File: config.mk
export PLATFORM = sky130hd
export DESIGN_NAME = esx_core
export DESIGN_NICKNAME = d
export VERILOG_FILES = /design/src/core/esx_pkg.sv /design/src/core/esx_addr_map.sv /design/src/core/esx_core.sv
export SDC_FILE = /design/constraint.sdc
export NUM_CORES = 1
export LEC_CHECK = 0
export BUFFER_PORTS_ARGS = -buffer_cell sky130_fd_sc_hd__buf_4
export CAP_MARGIN = 20
export CORE_AREA = 2 2 126 128
export CTS_CLUSTER_DIAMETER = 150
export DETAILED_ROUTE_END_ITERATION = 12
export DIE_AREA = 0 0 128 130
export PLACE_DENSITY = 0.86
export SYNTH_ARGS = -nofsm -noshare
export SYNTH_HDL_FRONTEND = slang
export SYNTH_SLANG_ARGS = --single-unit
File: constraint.sdc
create_clock -name sys_clk -period 6.6 [get_ports sys_clk]
set_input_delay 0.33 -clock sys_clk [delete_from_list [all_inputs] [get_ports sys_clk]]
set_output_delay 0.33 -clock sys_clk [all_outputs]
set_load 0.02 [all_outputs]
File: src/core/esx_pkg.sv
// ============================================================
// shared constants and carriers for the extended-set decoder
package esx_pkg;

    // ============================================================
    // widths
    localparam int DADDR_W = 12;
    localparam int PC_W = 21;
    localparam int WORD_W = 16;
    localparam int BYTE_W = 8;
    localparam int OFS_W = 7;
    localparam int SUBK_W = 6;
    localparam int SEL_W = 2;
    localparam int BANK_W = 4;
    localparam int PCU_W = PC_W - 2 * BYTE_W;
    localparam int NPTR = 3;
    localparam int SSP_IDX = 2;

    // ============================================================
    // opcode prefixes in the top byte; word-two prefix is the top nibble, call is a whole word
    localparam int OPC_LSB = 8;
    localparam int SECOND_LSB = 12;
    localparam logic [7:0] OPC_MOVE_IDX = 8'heb;
    localparam logic [3:0] OPC_SECOND = 4'hf;
    localparam logic [7:0] OPC_PUSH_LIT = 8'hfa;
    localparam logic [7:0] OPC_SUB_PTR = 8'he9;
    localparam logic [15:0] OPC_CALL_W = 16'h0014;
    localparam logic [1:0] SEL_RETURN = 2'h3;

    // ============================================================
    // field positions
    localparam int MODE_BIT = 7;
    localparam int SEL_LSB = 6;
    localparam int ACC_BIT = 8;
    localparam int DEST_BIT = 9;

    // ============================================================
    // access bank and arithmetic constants
    localparam logic [7:0] ILO_LIMIT = 8'h5f;
    localparam logic [3:0] ACC_LO_BANK = 4'h0;
    localparam logic [3:0] ACC_HI_BANK = 4'hf;
    localparam logic [DADDR_W-1:0] SSP_STEP = 12'h001;
    localparam logic [PC_W-1:0] RET_STEP = 21'h000002;
    localparam logic [DADDR_W-1:0] PTR_RST = 12'h000;
    localparam logic [BYTE_W-1:0] ZERO_BYTE = 8'h00;

    // ============================================================
    // sequencer states
    typedef enum logic [2:0] {
        ST_DECODE = 3'b001,
        ST_MOVE2 = 3'b010,
        ST_FLUSH = 3'b100
    } esx_state_t;

    // data memory request
    typedef struct packed {
        logic rd_en;
        logic [DADDR_W-1:0] rd_addr;
        logic wr_en;
        logic [DADDR_W-1:0] wr_addr;
        logic [BYTE_W-1:0] wr_data;
    } esx_mem_req_t;

    // return stack and program counter request
    typedef struct packed {
        logic push;
        logic [PC_W-1:0] push_value;
        logic pop;
        logic pc_load;
        logic [PC_W-1:0] pc_value;
    } esx_flow_req_t;

endpackage

File: src/core/esx_addr_map.sv
`timescale 1ns/1ps
// ============================================================
// operand address mapping for standard byte/bit instructions
module esx_addr_map #(
    parameter int DADDR_W = 12
) (
    input wire logic ext_en,
    input wire logic acc_sel,
    input wire logic [7:0] file_lit,
    input wire logic [3:0] bank_sel,
    input wire logic [DADDR_W-1:0] ssp,
    output logic [DADDR_W-1:0] addr,
    output logic indexed
);

    // the banked address is a bank nibble on top of the literal byte
    if (DADDR_W != esx_pkg::BANK_W + esx_pkg::BYTE_W) begin : g_bad_width
        $error("esx_addr_map: address width must equal bank plus literal width");
    end

    // short literals in the access bank become stack offsets when extended
    assign indexed = ext_en && !acc_sel && (file_lit <= esx_pkg::ILO_LIMIT);

    // with a zero pointer the indexed sum equals the low access bank address
    always_comb begin
        if (indexed) begin
            addr = ssp + DADDR_W'(file_lit);
        end else if (acc_sel) begin
            addr = {bank_sel, file_lit};
        end else if (file_lit <= esx_pkg::ILO_LIMIT) begin
            addr = {esx_pkg::ACC_LO_BANK, file_lit};
        end else begin
            addr = {esx_pkg::ACC_HI_BANK, file_lit};
        end
    end

endmodule // esx_addr_map

File: src/core/esx_core.sv
`timescale 1ns/1ps
// Function
// - indexed-to-file source address is stack pointer plus 7-bit offset.
// - indexed-to-file destination is the 12-bit literal of word two.
// - indexed-to-file is 1110 1011 0 plus offset, then 1111 plus address.
// - indexed-to-indexed source and destination are stack pointer plus offsets.
// - indexed-to-indexed is 1110 1011 1 offset, then 1111 xxxx x offset.
// - source on an indirect register reads as zero.
// - indexed destination on an indirect register makes the move a no-op.
// - push literal writes byte at stack pointer, then decrements it; one cycle.
// - subtract 6-bit literal from pointer 0..2 in one cycle.
// - subtract is recognised by 1110 1001, select, literal in one word.
// - select 11 subtracts from stack pointer then returns from top of stack.
// - subtract-and-return takes two cycles, second one idle.
// - enabling the extension also enables indexed literal offset addressing.
// - disabled: access bit 0 uses access bank, 1 uses bank select.
// - enabled, access bit 0, operand up to 5Fh is stack pointer offset.
// - zero stack pointer gives the legacy access bank addresses.
// - destination bit keeps choosing working register or memory.
// - one configuration bit gates both extended opcodes and indexed addressing.
// - call via working register pushes pc+2 and loads the latched target.
module esx_core #(
    parameter logic [11:0] IND_LO = 12'hf00,
    parameter logic [11:0] IND_HI = 12'hf00
) (
    input wire logic sys_clk,
    input wire logic srst,
    input wire logic clk_en,
    input wire logic extended_set_enable,
    input wire logic instr_valid,
    input wire logic [esx_pkg::WORD_W-1:0] instr_word,
    input wire logic [esx_pkg::PC_W-1:0] pc_now,
    input wire logic [esx_pkg::BYTE_W-1:0] working_register,
    input wire logic [esx_pkg::BYTE_W-1:0] pc_latch_high,
    input wire logic [esx_pkg::PCU_W-1:0] pc_latch_upper,
    input wire logic [esx_pkg::BANK_W-1:0] bank_select_register,
    input wire logic [esx_pkg::PC_W-1:0] return_stack_top,
    input wire logic [esx_pkg::BYTE_W-1:0] mem_rd_data,
    input wire logic ptr_wr_en,
    input wire logic [esx_pkg::SEL_W-1:0] ptr_wr_sel,
    input wire logic [esx_pkg::DADDR_W-1:0] ptr_wr_data,
    output esx_pkg::esx_mem_req_t mem_req,
    output esx_pkg::esx_flow_req_t flow_req,
    output logic [esx_pkg::NPTR-1:0][esx_pkg::DADDR_W-1:0] ptr_out,
    output logic [esx_pkg::DADDR_W-1:0] std_operand_addr,
    output logic std_dest_to_w,
    output logic std_indexed,
    output logic busy
);

    // ============================================================
    // elaboration checks
    if (IND_LO > IND_HI) begin : g_bad_ind_range
        $error("esx_core: indirect register range is reversed");
    end

    // ============================================================
    // state
    esx_pkg::esx_state_t st_q, st_d;
    esx_pkg::esx_mem_req_t mem_q, mem_d;
    esx_pkg::esx_flow_req_t flow_q, flow_d;
    logic [esx_pkg::NPTR-1:0][esx_pkg::DADDR_W-1:0] ptr_q, ptr_d;
    logic mv_indexed_q, mv_indexed_d;
    logic src_zero_q, src_zero_d;
    logic [esx_pkg::DADDR_W-1:0] std_addr_q, std_addr_d;
    logic std_dest_w_q, std_dest_w_d;
    logic std_idx_q, std_idx_d;
    logic busy_q, busy_d;

    // ============================================================
    // decode
    logic [esx_pkg::DADDR_W-1:0] ssp;
    logic [esx_pkg::DADDR_W-1:0] map_addr;
    logic map_indexed;
    logic dec_move, dec_push, dec_sub, dec_call_via_working_reg, dec_second;
    logic [esx_pkg::DADDR_W-1:0] ofs_ext, subk_ext, src_addr, dst_idx_addr;
    logic [esx_pkg::SEL_W-1:0] sub_sel;

    assign ssp = ptr_q[esx_pkg::SSP_IDX];

    // every extended opcode is qualified by the configuration bit
    assign dec_move = extended_set_enable
        && instr_word[esx_pkg::WORD_W-1:esx_pkg::OPC_LSB] == esx_pkg::OPC_MOVE_IDX;
    assign dec_push = extended_set_enable
        && instr_word[esx_pkg::WORD_W-1:esx_pkg::OPC_LSB] == esx_pkg::OPC_PUSH_LIT;
    assign dec_sub = extended_set_enable
        && instr_word[esx_pkg::WORD_W-1:esx_pkg::OPC_LSB] == esx_pkg::OPC_SUB_PTR;
    assign dec_call_via_working_reg = extended_set_enable && instr_word == esx_pkg::OPC_CALL_W;
    assign dec_second = instr_word[esx_pkg::WORD_W-1:esx_pkg::SECOND_LSB] == esx_pkg::OPC_SECOND;

    // offsets zero-extended, so sums wrap in the 12-bit space
    assign ofs_ext = esx_pkg::DADDR_W'(instr_word[esx_pkg::OFS_W-1:0]);
    assign subk_ext = esx_pkg::DADDR_W'(instr_word[esx_pkg::SUBK_W-1:0]);
    assign sub_sel = instr_word[esx_pkg::SEL_LSB +: esx_pkg::SEL_W];
    assign src_addr = ssp + ofs_ext;
    assign dst_idx_addr = ssp + ofs_ext;

    function automatic logic is_indirect(input logic [esx_pkg::DADDR_W-1:0] a);
        is_indirect = (a >= IND_LO) && (a <= IND_HI);
    endfunction

    // the same bit that enables the opcodes switches the operand mapping
    esx_addr_map #(
        .DADDR_W(esx_pkg::DADDR_W)
    ) u_map (
        .ext_en(extended_set_enable),
        .acc_sel(instr_word[esx_pkg::ACC_BIT]),
        .file_lit(instr_word[esx_pkg::BYTE_W-1:0]),
        .bank_sel(bank_select_register),
        .ssp(ssp),
        .addr(map_addr),
        .indexed(map_indexed)
    );

    // ============================================================
    // next-state logic
    // requests are one-cycle strobes; addresses and data hold between them
    always_comb begin
        st_d = st_q;
        mem_d = mem_q;
        mem_d.rd_en = 1'b0;
        mem_d.wr_en = 1'b0;
        flow_d = flow_q;
        flow_d.push = 1'b0;
        flow_d.pop = 1'b0;
        flow_d.pc_load = 1'b0;
        ptr_d = ptr_q;
        mv_indexed_d = mv_indexed_q;
        src_zero_d = src_zero_q;
        std_addr_d = std_addr_q;
        std_dest_w_d = std_dest_w_q;
        std_idx_d = std_idx_q;
        // core writes to a pointer; a push or subtract on that same pointer in the same cycle overrides it
        if (ptr_wr_en && (ptr_wr_sel != esx_pkg::SEL_RETURN)) begin
            ptr_d[ptr_wr_sel] = ptr_wr_data;
        end
        case (st_q)
            esx_pkg::ST_DECODE: begin
                if (instr_valid) begin
                    std_addr_d = map_addr;
                    std_dest_w_d = !instr_word[esx_pkg::DEST_BIT];
                    std_idx_d = map_indexed;
                    if (dec_move) begin
                        // no read strobe toward an indirect register, zero instead
                        mem_d.rd_en = !is_indirect(src_addr);
                        mem_d.rd_addr = src_addr;
                        src_zero_d = is_indirect(src_addr);
                        mv_indexed_d = instr_word[esx_pkg::MODE_BIT];
                        st_d = esx_pkg::ST_MOVE2;
                    end else if (dec_push) begin
                        mem_d.wr_en = 1'b1;
                        mem_d.wr_addr = ssp;
                        mem_d.wr_data = instr_word[esx_pkg::BYTE_W-1:0];
                        ptr_d[esx_pkg::SSP_IDX] = ssp - esx_pkg::SSP_STEP;
                    end else if (dec_sub) begin
                        if (sub_sel == esx_pkg::SEL_RETURN) begin
                            ptr_d[esx_pkg::SSP_IDX] = ssp - subk_ext;
                            flow_d.pop = 1'b1;
                            flow_d.pc_load = 1'b1;
                            flow_d.pc_value = return_stack_top;
                            st_d = esx_pkg::ST_FLUSH;
                        end else begin
                            ptr_d[sub_sel] = ptr_q[sub_sel] - subk_ext;
                        end
                    end else if (dec_call_via_working_reg) begin
                        flow_d.push = 1'b1;
                        flow_d.push_value = pc_now + esx_pkg::RET_STEP;
                        flow_d.pc_load = 1'b1;
                        flow_d.pc_value = {pc_latch_upper, pc_latch_high, working_register};
                        st_d = esx_pkg::ST_FLUSH;
                    end
                end
            end
            esx_pkg::ST_MOVE2: begin
                if (instr_valid) begin
                    st_d = esx_pkg::ST_DECODE;
                    // a malformed second word drops the move rather than writing
                    if (dec_second) begin
                        if (mv_indexed_q) begin
                            mem_d.wr_en = !is_indirect(dst_idx_addr);
                            mem_d.wr_addr = dst_idx_addr;
                        end else begin
                            mem_d.wr_en = 1'b1;
                            mem_d.wr_addr = instr_word[esx_pkg::DADDR_W-1:0];
                        end
                        mem_d.wr_data = src_zero_q ? esx_pkg::ZERO_BYTE : mem_rd_data;
                    end
                end
            end
            esx_pkg::ST_FLUSH: begin
                // the word fetched here is discarded
                if (instr_valid) begin
                    st_d = esx_pkg::ST_DECODE;
                end
            end
            default: begin
                st_d = esx_pkg::ST_DECODE;
            end
        endcase
        busy_d = (st_d != esx_pkg::ST_DECODE);
    end

    // ============================================================
    // registers
    always_ff @(posedge sys_clk) begin
        if (srst) begin
            st_q <= esx_pkg::ST_DECODE;
            mem_q <= '0;
            flow_q <= '0;
            ptr_q <= {esx_pkg::NPTR{esx_pkg::PTR_RST}};
            mv_indexed_q <= 1'b0;
            src_zero_q <= 1'b0;
            std_addr_q <= '0;
            std_dest_w_q <= 1'b0;
            std_idx_q <= 1'b0;
            busy_q <= 1'b0;
        end else if (clk_en) begin
            st_q <= st_d;
            mem_q <= mem_d;
            flow_q <= flow_d;
            ptr_q <= ptr_d;
            mv_indexed_q <= mv_indexed_d;
            src_zero_q <= src_zero_d;
            std_addr_q <= std_addr_d;
            std_dest_w_q <= std_dest_w_d;
            std_idx_q <= std_idx_d;
            busy_q <= busy_d;
        end
    end

    // outputs straight from the registers
    assign mem_req = mem_q;
    assign flow_req = flow_q;
    assign ptr_out = ptr_q;
    assign std_operand_addr = std_addr_q;
    assign std_dest_to_w = std_dest_w_q;
    assign std_indexed = std_idx_q;
    assign busy = busy_q;

    logic go;
    assign go = (st_q == esx_pkg::ST_DECODE) && instr_valid;
endmodule // esx_core

# [After elaboration in Yosys (flattened, before gate mapping)]
# Index checks and enable logic that the tools add are counted.
[totals] input_bits=111 register_bits=135 elab_cells=122 out_inout_bits=130
[classes] n_reduce_logical=21 n_eq_ne=17 bitwise_logic=3 n_mux=48 add_sub_neg=6 n_lt_le_gt_ge=7
[ops] op="2-to-1 mux 36 bit" n=5
[ops] op="2-to-1 mux 45 bit" n=4
[ops] op="2-to-1 mux 12 bit" n=8
[ops] op="2-to-1 mux 22 bit" n=4
[ops] op="2-to-1 mux 21 bit" n=4
[ops] op="bitwise mux 36 bit" n=2
[ops] op="demux 12 bit (select 2 bit)" n=2
[ops] op="2-to-1 mux 24 bit" n=2
[ops] op="case mux 21 bit (2 select lines)" n=1
[ops] op="2-to-1 mux 13 bit" n=3
[ops] op="2-to-1 mux 34 bit" n=1
[ops] op="binary-select mux 12 bit (select 2 bit)" n=1
[ops] op="== test 8 bit (second input constant)" n=3
[ops] op="subtractor 12 x 6 -> 12 bit" n=2
[ops] op="2-to-1 mux 23 bit" n=1
[ops] op="adder 21 x 2 -> 21 bit (second input constant)" n=1
[ops] op="2-to-1 mux 3 bit" n=7
[ops] op="AND reduction 7 bit" n=3
[ops] op="== test 16 x 5 -> 1 bit (second input constant)" n=1
[ops] op="adder 12 x 7 -> 12 bit" n=1
[ops] op="adder 12 x 8 -> 12 bit" n=1
[ops] op="greater-or-equal comparator 12 bit (second input constant)" n=1
[ops] op="<= comparator 12 bit (second input constant)" n=1
[ops] op="!= test 2 bit (second input constant)" n=6
[ops] op="21 further kinds" n=37

# [Logic depth before layout (Yosys ltp)]
# Gate-level depths: netlist of run 1.
[depth] depth_word=13 depth_mapped=17 depth_no_buf=13

# [Cells and area by module]
# From an unflattened synthesis of run 1, not the netlist that was laid out.
[unflattened] cells_unflattened=1156 area_unflattened_um2=9077.5
[by_module_without_submodules] mod="esx_core" cells_each=1064 seq_area_each_um2=2702.6 instances=1 area_per_inst_um2=8446.9
[by_module_without_submodules] mod="esx_addr_map" cells_each=92 seq_area_each_um2=0.0 instances=1 area_per_inst_um2=630.6

# [Least setup slack after synthesis of run 1]
# No wires, ideal clock.
[synth_timing] path_kind="input -> register" from="input port instr_word[7] in the netlist's numbering" to="register ptr_q (netlist bit ptr_out[9])" stages=14 t_arrival_ns=3.402 setup_slack_ns=3.079 path_cell_list="buf_2 > buf_2 > clkbuf_1 > buf_1 > buf_1 > o22ai_1 > ha_1 > nor2b_1 > o31a_1 > o31a_1 > nor4_1 > xnor2_1 > a21oi_1 > o221a_2"
[synth_between] elab_chain_len=11
[synth_rtl] item="start: declaration" line_no="esx_core.sv:31" text="input wire logic [esx_pkg::WORD_W-1:0] instr_word,"
[synth_rtl] item="parallel branches: the longest is 5 deep, another holds subtractor 12 x 6 -> 12 bit"
[synth_rtl] item="2-to-1 mux 24 bit (*)" line_no="esx_core.sv:156" text="if (sub_sel == esx_pkg::SEL_RETURN) begin"
[synth_rtl] item="2-to-1 mux 36 bit (*)" line_no="esx_core.sv:155" text="end else if (dec_sub) begin"
[synth_rtl] item="2-to-1 mux 24 bit (*)" line_no="esx_core.sv:150" text="end else if (dec_push) begin"
[synth_rtl] item="2-to-1 mux 36 bit (*)" line_no="esx_core.sv:143" text="if (dec_move) begin"
[synth_rtl] item="2-to-1 mux 36 bit (*)" line_no="esx_core.sv:139" text="if (instr_valid) begin"
[synth_rtl] item="2-to-1 mux 36 bit (*)" line_no="esx_core.sv:137" text="case (st_q)"
[synth_rtl] item="end signal: assignment" line_no="esx_core.sv:210" text="ptr_q <= {esx_pkg::NPTR{esx_pkg::PTR_RST}};"
[synth_rtl] item="end signal: assignment" line_no="esx_core.sv:221" text="ptr_q <= ptr_d;"
[synth_rtl] item="end: declaration" line_no="esx_core.sv:62" text="logic [esx_pkg::NPTR-1:0][esx_pkg::DADDR_W-1:0] ptr_q, ptr_d;"
# Every way passes the cells marked *. The select of a mux whose other input is x is not followed.
# A chain may end at the register's enable or synchronous reset.

# [Worst setup path after layout of run 1]
[layout_timing] from="input port instr_word[6] in the netlist's numbering" to="register ptr_q (netlist bit ssp[6])"
[layout_between] elab_chain_len=11
[layout_rtl] item="parallel branches: the longest is 5 deep, another holds subtractor 12 x 6 -> 12 bit"
[layout_rtl] item="2-to-1 mux 12 bit (*)" line_no="esx_core.sv:156"
[layout_rtl] item="2-to-1 mux 36 bit (*)" line_no="esx_core.sv:155"
[layout_rtl] item="2-to-1 mux 12 bit (*)" line_no="esx_core.sv:150"
[layout_rtl] item="2-to-1 mux 36 bit (*)" line_no="esx_core.sv:143"
[layout_rtl] item="2-to-1 mux 36 bit (*)" line_no="esx_core.sv:139"
[layout_rtl] item="2-to-1 mux 36 bit (*)" line_no="esx_core.sv:137"
# Marks and branches as above.

==> results of run 1 <==
==> sequential cells by signal, summed over array words and instances (netlist names) <==
| signal | flops |
|---|---|
| std_operand_addr | 12 |
| src_zero_q | 1 |
| busy | 1 |
| ptr_out | 24 |
| std_dest_to_w | 1 |
| mem_req | 34 |
| flow_req | 45 |
| ssp | 12 |
| std_indexed | 1 |
| st_q | 3 |
| mv_indexed_q | 1 |
==> through the flow <==
step	area, µm²	worst slack (ns)
after floorplan	8650	3.08
final	11100	3.22
after global placement	10400	3.05
after CTS	11000	2.93
after detailed placement	10400	2.90
after global routing	11100	3.19
==> final timing paths <==
check	start	to	slack (ns)	cells after the start
setup / recovery	instr_word[6]	ssp[6]	3.22	13
hold / removal	pc_now[1]	flow_req[24]	0.13	2
setup reg to reg	ssp[1]	ptr_out[9]	3.42	10
hold reg to reg	std_operand_addr[6]	std_operand_addr[6]	0.46	2
==> logic make-up (layout without fill, tap and decap cells) <==
family,Yosys count,in the layout,synth area share [%]
AO/OA/AOI/OAI,343,343,27.6
XOR/XNOR,50,50,5.06
multiplexers,28,28,3.27
AND/OR/NAND/NOR,414,414,23.4
flip-flops,135,135,31.2
adder cells (fa/ha/maj),26,26,4.02
buffers and inverters,110,309,5.45
==> area by class of cell <==
type | count | area share, %
clock buffer | 21 | 4.17
clock inverter | 11 | 1.75
inverter | 26 | 0.883
multi-input combinational | 861 | 49.5
sequential | 135 | 24.5
tap | 192 | 2.17
timing repair buffer | 251 | 17.0
==> per-layer routing <==
layer / up-vias / track usage (%) / wire (µm)
met3: 95 / 7.01 / 2950
met2: 598 / 53.3 / 13200
li1: 4414 / - / -
met4: 0 / 13.2 / 954
met1: 4386 / 43.4 / 11400
met5: - / 0 / 0
==> worst max-delay path: stages <==
cell	delay, ns
buf_4	0.47
inv_1	0.45
a31oi_1	0.36
ha_1	0.25
inv_1	0.06
fa_1	0.40
a21oi_1	0.20
o211ai_1	0.30
nor2_1	0.20
xnor2_1	0.14
nand3_1	0.13
o221ai_1	0.13
o41ai_1	0.25
==> cell usage after synthesis, drive strengths merged, types with 14 or more instances <==
cell,count
a211oi,56
a21oi,97
a22oi,36
and3,16
buf,36
clkbuf,48
dfxtp,135
ha,23
inv,25
mux2i,26
nand2,81
nand3,23
nor2,174
nor3,37
nor4,14
o21ai,52
o22ai,16
xnor2,25
xor2,25
==> power breakdown <==
group | switching (µW) | leakage (µW) | internal (µW)
Combinational | 229 | 0.00307 | 158
Clock | 372 | 0.000318 | 692
Sequential | 25.9 | 0.00109 | 834
==> run_results.csv, run 1 <==
group,metric,value,unit
clocking,ctsResizeCount,0,
clocking,cts.sink_count,135,
power_and_ir_drop,irDropWorstVdd,0.000168,V
cells_and_area,layout_commonest_cell,"buf_4",
synth,syn_area,8650,µm²
routing,dr.first_iter.drc_count,1060,
routing,drt.antenna.violating_nets,0,
timing,fmax,296,MHz
routing,post-route-drc-count,0,
die,initial_utilization,56.1,%
routing,via_count,9493,
synth,synth.top_cell.area_share,31.2,%
timing,period_share,51.1,%
cells_and_area,nets,1429,
grt,gr-usage-all-layers,33.0,%
critical_path,end_kind,"flop",
timing,setup_viol,0,
synth,ys_ff_latch,135,
critical_path,cp.arrival,3.70,ns
cells_and_area,multi_input_area,5480,µm²
cells_and_area,register_area,2700,µm²
clocking,hold_buffers,0,
grt,antenna_found_initial,0,
critical_path,crit_path_start_kind,"input port",
synth,yosysWarnings,0,
critical_path,required,6.92,ns
die,core,15400,µm²
timing,hold_violations,0,
clocking,cts.clk_slew.worst_paths,0.06,ns
synth,synth_nets,1243,
timing,layout_min_cycle_time,3.38,ns
cells_and_area,n_fill_cell,1213,
synth,syn_area_per_cell,7.82,µm²
clocking,cts_tree,"done",
synth,ys_async_sr_fraction,0,%
routing,wire_per_inst,19.1,µm
grt,grt_max_degree,64,
timing,holdWs,0.129,ns
run,maxCapViolCount,0,
die,rows,46,
power_and_ir_drop,power_density,209,nW/µm²
place,finalWeightedCongestion,0.970,
power_and_ir_drop,p_leak,0.00448,µW
timing,drv_slew,0,
run_status,status,"completed",
timing,grt_setup_unrepaired,"false",
timing,slew_headroom,33.4,%
grt,grt_pass1_vias,8460,
clocking,clockRootBuffer,"clkbuf_16",
grt,grt_pass1_wl,43600,µm
die,die_w,128,µm
synth,yosys_most_used_dff,"dfxtp_1",
die,die-area,16600,µm²
critical_path,cp_max_fo,43,
routing,via_per_inst,6.34,
cells_and_area,post_layout_nonfiller_instances,1497,
synth,synth_cells,1106,
place,dp_cells,1464,
clocking,numCtsBuffers,17,
grt,globalRoute.totalOverflow,0,
clocking,cts_buffer_depth,2,
die,die_y,130,µm
power_and_ir_drop,power.total,2310,µW
routing,detail_route.first_pass.iterations,6,
cells_and_area,syn_to_final_growth,27.8,%
routing,wl,28600,µm
clocking,clk_latency,0.43,ns
cells_and_area,finish.utilization,71.7,%
cells_and_area,final_cell_mix,"250 x buf_4, 174 x nor2_1, 135 x dfxtp_1, 96 x a21oi_1, 80 x nand2_1",
place,dp_hpwl,20000,µm
timing,tns,0,ns
die,ios,241,
critical_path,critical_path_class,"in2reg",
place,portBuffers,240,
cells_and_area,drive_gt1_share,25.7,%
timing,worstMarginPinSlew,0.999,ns
min_path,hold_class,"in2reg",
timing,finClkSkew,0.00732,ns
clocking,cts_setup_buffers,0,
synth,synth_seq_area_share,31.2,%
synth,synth-edff-count,0,
synth,yosysTopAreaCell,"dfxtp_1",
clocking,htree_levels,4,
synth,synth_area_leaders,"dfxtp_1 31%, nor2_1 7.5%, a21oi_1 5.6%",
synth,yosys.cell_types.count,79,
cells_and_area,antennaDiodeCount,0,
Power figures use the tool's default switching activity.
==> run 2: changes to the inputs <==
ABC_AREA = 1   (was unset)
CORE_AREA = 2 2 130 132   (was 2 2 126 128)
DIE_AREA = 0 0 132 134   (was 0 0 128 130)
PLACE_DENSITY = 0.81   (was 0.86)
clock period = 3.48 ns   (was 6.6 ns; I/O delays follow)
==> run 2 against run 1 <==
  * Critical path depth increased by 2
  * Final area is 1.3% higher
  * Global-route usage up 0.29 points
  * Total power up 85%
  * Setup slack worse by 2.6 ns
  * Largest cell class unchanged
  * Highest routed layer unchanged
==> run_results.csv, run 2 <==
group,metric,value,unit
run_status,status,"completed",
die,rows,47,
synth,synth_area_leaders,"dfxtp_1 31%, nand2_1 14%, a21oi_1 8.0%",
clocking,htree_levels,4,
timing,setup_viol,0,
timing,layout_min_cycle_time,2.81,ns
run,maxCapViolCount,0,
critical_path,cp_max_fo,8,
grt,globalRoute.totalOverflow,0,
place,portBuffers,240,
synth,ys_async_sr_fraction,0,%
critical_path,end_kind,"flop",
synth,synth_most_common_cell,"nand2_1",
place,dpl_worst_slack,0.331,ns
timing,slew_headroom,39.2,%
routing,detail_route.first_pass.iterations,10,
timing,fmax,356,MHz
synth,synth.top_cell.area_share,31.2,%
clocking,cts.sink_count,135,
critical_path,cpPeakStageDelay,0.56,ns
cells_and_area,nets,1659,
die,die-area,17700,µm²
critical_path,critical_path_class,"reg2reg",
critical_path,required,3.75,ns
routing,post-route-drc-count,0,
critical_path,crit_chain,"ha_1 > nor2_1 > nand2_1 > nand2_1 > nand2_1 > nand2_1 > nand3_1 > nand2_1 > nand2_1 > nor2_1 > nand3_1 > nand2_1 > nand2_1 > nand2_1 > a21oi_1",
synth,syn_area_per_cell,6.60,µm²
cells_and_area,antennaDiodeCount,0,
clocking,cts_setup_buffers,0,
routing,via_count,9977,
critical_path,cp.arrival,3.08,ns
timing,drv_slew,0,
synth,ys_top_cells_by_count,"313 x nand2_1, 139 x a21oi_1, 135 x dfxtp_1",
synth,syn_area,8670,µm²
critical_path,crit_path_start_kind,"flop",
grt,grt_max_degree,75,
timing,setup_ws,0.673,ns
synth,yosysTopAreaCell,"dfxtp_1",
synth,synth-edff-count,0,
grt,grt_pass1_wl,47400,µm
place,finalWeightedCongestion,0.974,
die,core,16300,µm²
die,die_w,132,µm
grt,gr-usage-all-layers,33.3,%
timing,tns,0,ns
synth,yosys_most_used_dff,"dfxtp_1",
clocking,cts_buffer_depth,2,
timing,period_share,80.7,%
die,ios,241,
clocking,clk_latency,0.43,ns
timing,hold_violations,0,
place,dp_hpwl,22600,µm
routing,via_per_inst,5.68,
clocking,clockRootBuffer,"clkbuf_16",
routing,dr.first_iter.drc_count,833,
cells_and_area,final_cell_mix,"313 x nand2_1, 255 x buf_4, 139 x a21oi_1, 135 x dfxtp_1, 114 x o21ai_0",
timing,finClkSkew,0.00991,ns
timing,grt_setup_unrepaired,"false",
die,initial_utilization,53.2,%
routing,wl,30100,µm
power_and_ir_drop,p_leak,0.00505,µW
cells_and_area,largest_reg_flops,45,
grt,antenna_found_initial,0,
grt,grt_pass1_vias,9385,
critical_path,cp_common_cell,"nand2_1",
synth,synth_cells,1315,
synth,synth_nets,1452,
timing,worstMarginPinSlew,0.909,ns
power_and_ir_drop,power_density,382,nW/µm²
routing,drt.antenna.violating_nets,0,
cells_and_area,drive_gt1_share,21.4,%
synth,yosys.cell_types.count,52,
synth,ys_ff_latch,135,
routing,wire_per_inst,17.2,µm
critical_path,path_delay_family,"simple AND/OR/NAND/NOR gates",
cells_and_area,n_fill_cell,1453,
clocking,cts_tree,"done",
power_and_ir_drop,irDropWorstVdd,0.000338,V
min_path,hold_class,"in2reg",
synth,synth_seq_area_share,31.2,%
critical_path,critPathBufInv,0,
clocking,numCtsBuffers,17,
critical_path,cp_slowest_cell,"dfxtp_1",
clocking,cts.clk_slew.worst_paths,0.07,ns
cells_and_area,layout_commonest_cell,"nand2_1",
die,die_y,134,µm
synth,yosysWarnings,0,
cells_and_area,syn_to_final_growth,29.1,%
cells_and_area,finish.utilization,68.7,%
-- run 2: cell count changes in the layout (fill, tap and decap cells not counted), moves of 23 or more --
cell and delta:
a31oi_1 +28, nand3_1 +39, nor2_1 -92, mux2i_1 -23, o211ai_1 +28, nor3_1 -23
a21oi_1 +43, a211oi_1 -32, a22oi_1 -29, nand2_1 +233, inv_1 +88, o21ai_0 +67
-- run 2: final timing paths --
path / startpoint / endpoint / slack [ns] / depth (start not counted)
max: ssp[2] / mem_req[20] / 0.67 / 15
min: return_stack_top[20] / flow_req[20] / 0.01 / 3
max reg2reg: ssp[2] / mem_req[20] / 0.67 / 15
min reg2reg: mem_req[8] / mem_req[8] / 0.46 / 2
-- run 2: layer usage --
metal / vias to the layer above / GRT usage (%) / part of all wire (%)
met5: - / 0 / 0
met1: 4596 / 40.4 / 41
met4: 0 / 14.4 / 3.5
met2: 424 / 55.6 / 47
met3: 72 / 9.11 / 8.4
li1: 4885 / - / -
-- run 2: final cells by class --
cell class / count / area, µm² / area share [%]
multi-input combinational: 981 / 5170 / 46.1
inverter: 129 / 487 / 4.35
clock buffer: 18 / 439 / 3.92
tap: 220 / 275 / 2.46
clock inverter: 14 / 183 / 1.63
timing repair buffer: 258 / 1940 / 17.4
sequential: 135 / 2700 / 24.1
-- run 2: cells by family after synthesis --
family,share of synthesized area (%)
multiplexers,0.346
flip-flops,31.2
buffers and inverters,9.32
AO/OA/AOI/OAI,25.5
adder cells (fa/ha/maj),4.01
XOR/XNOR,3.13
AND/OR/NAND/NOR,26.5
-- run 2: repair_timing --
item                                   4_1_cts  5_1_grt
hold buffers                                 3        0
endpoints found under the hold margin        3        0
resized for setup                            0        0
-- run 2: report_power, final --
part	leakage, µW	switching [µW]	internal (µW)	total [µW]
Sequential	0.00109	32.6	1570	1610
Combinational	0.00366	457	275	732
Clock	0.000301	778	1170	1940
Total	0.00505	1270	3010	4280
-- run 2: worst min-delay path: stages --
cell and delay (ns):
buf_4 0.11, nand2_1 0.05, a31oi_1 0.07
-- run 2: through the flow --
step | cells | hold slack [ns] | area (µm²) | power, µW
2_1_floorplan | 1315 | 0.264 | 8670 | 2060
3_3_place_gp | 1720 | 0.375 | 10500 | 2340
3_5_place_dp | 1720 | 0.376 | 10500 | 2350
4_1_cts | 1755 | 0.00659 | 11200 | 4280
5_1_grt | 1755 | 0.00977 | 11200 | 4430
6_report | 1755 | 0.0140 | 11200 | 4280
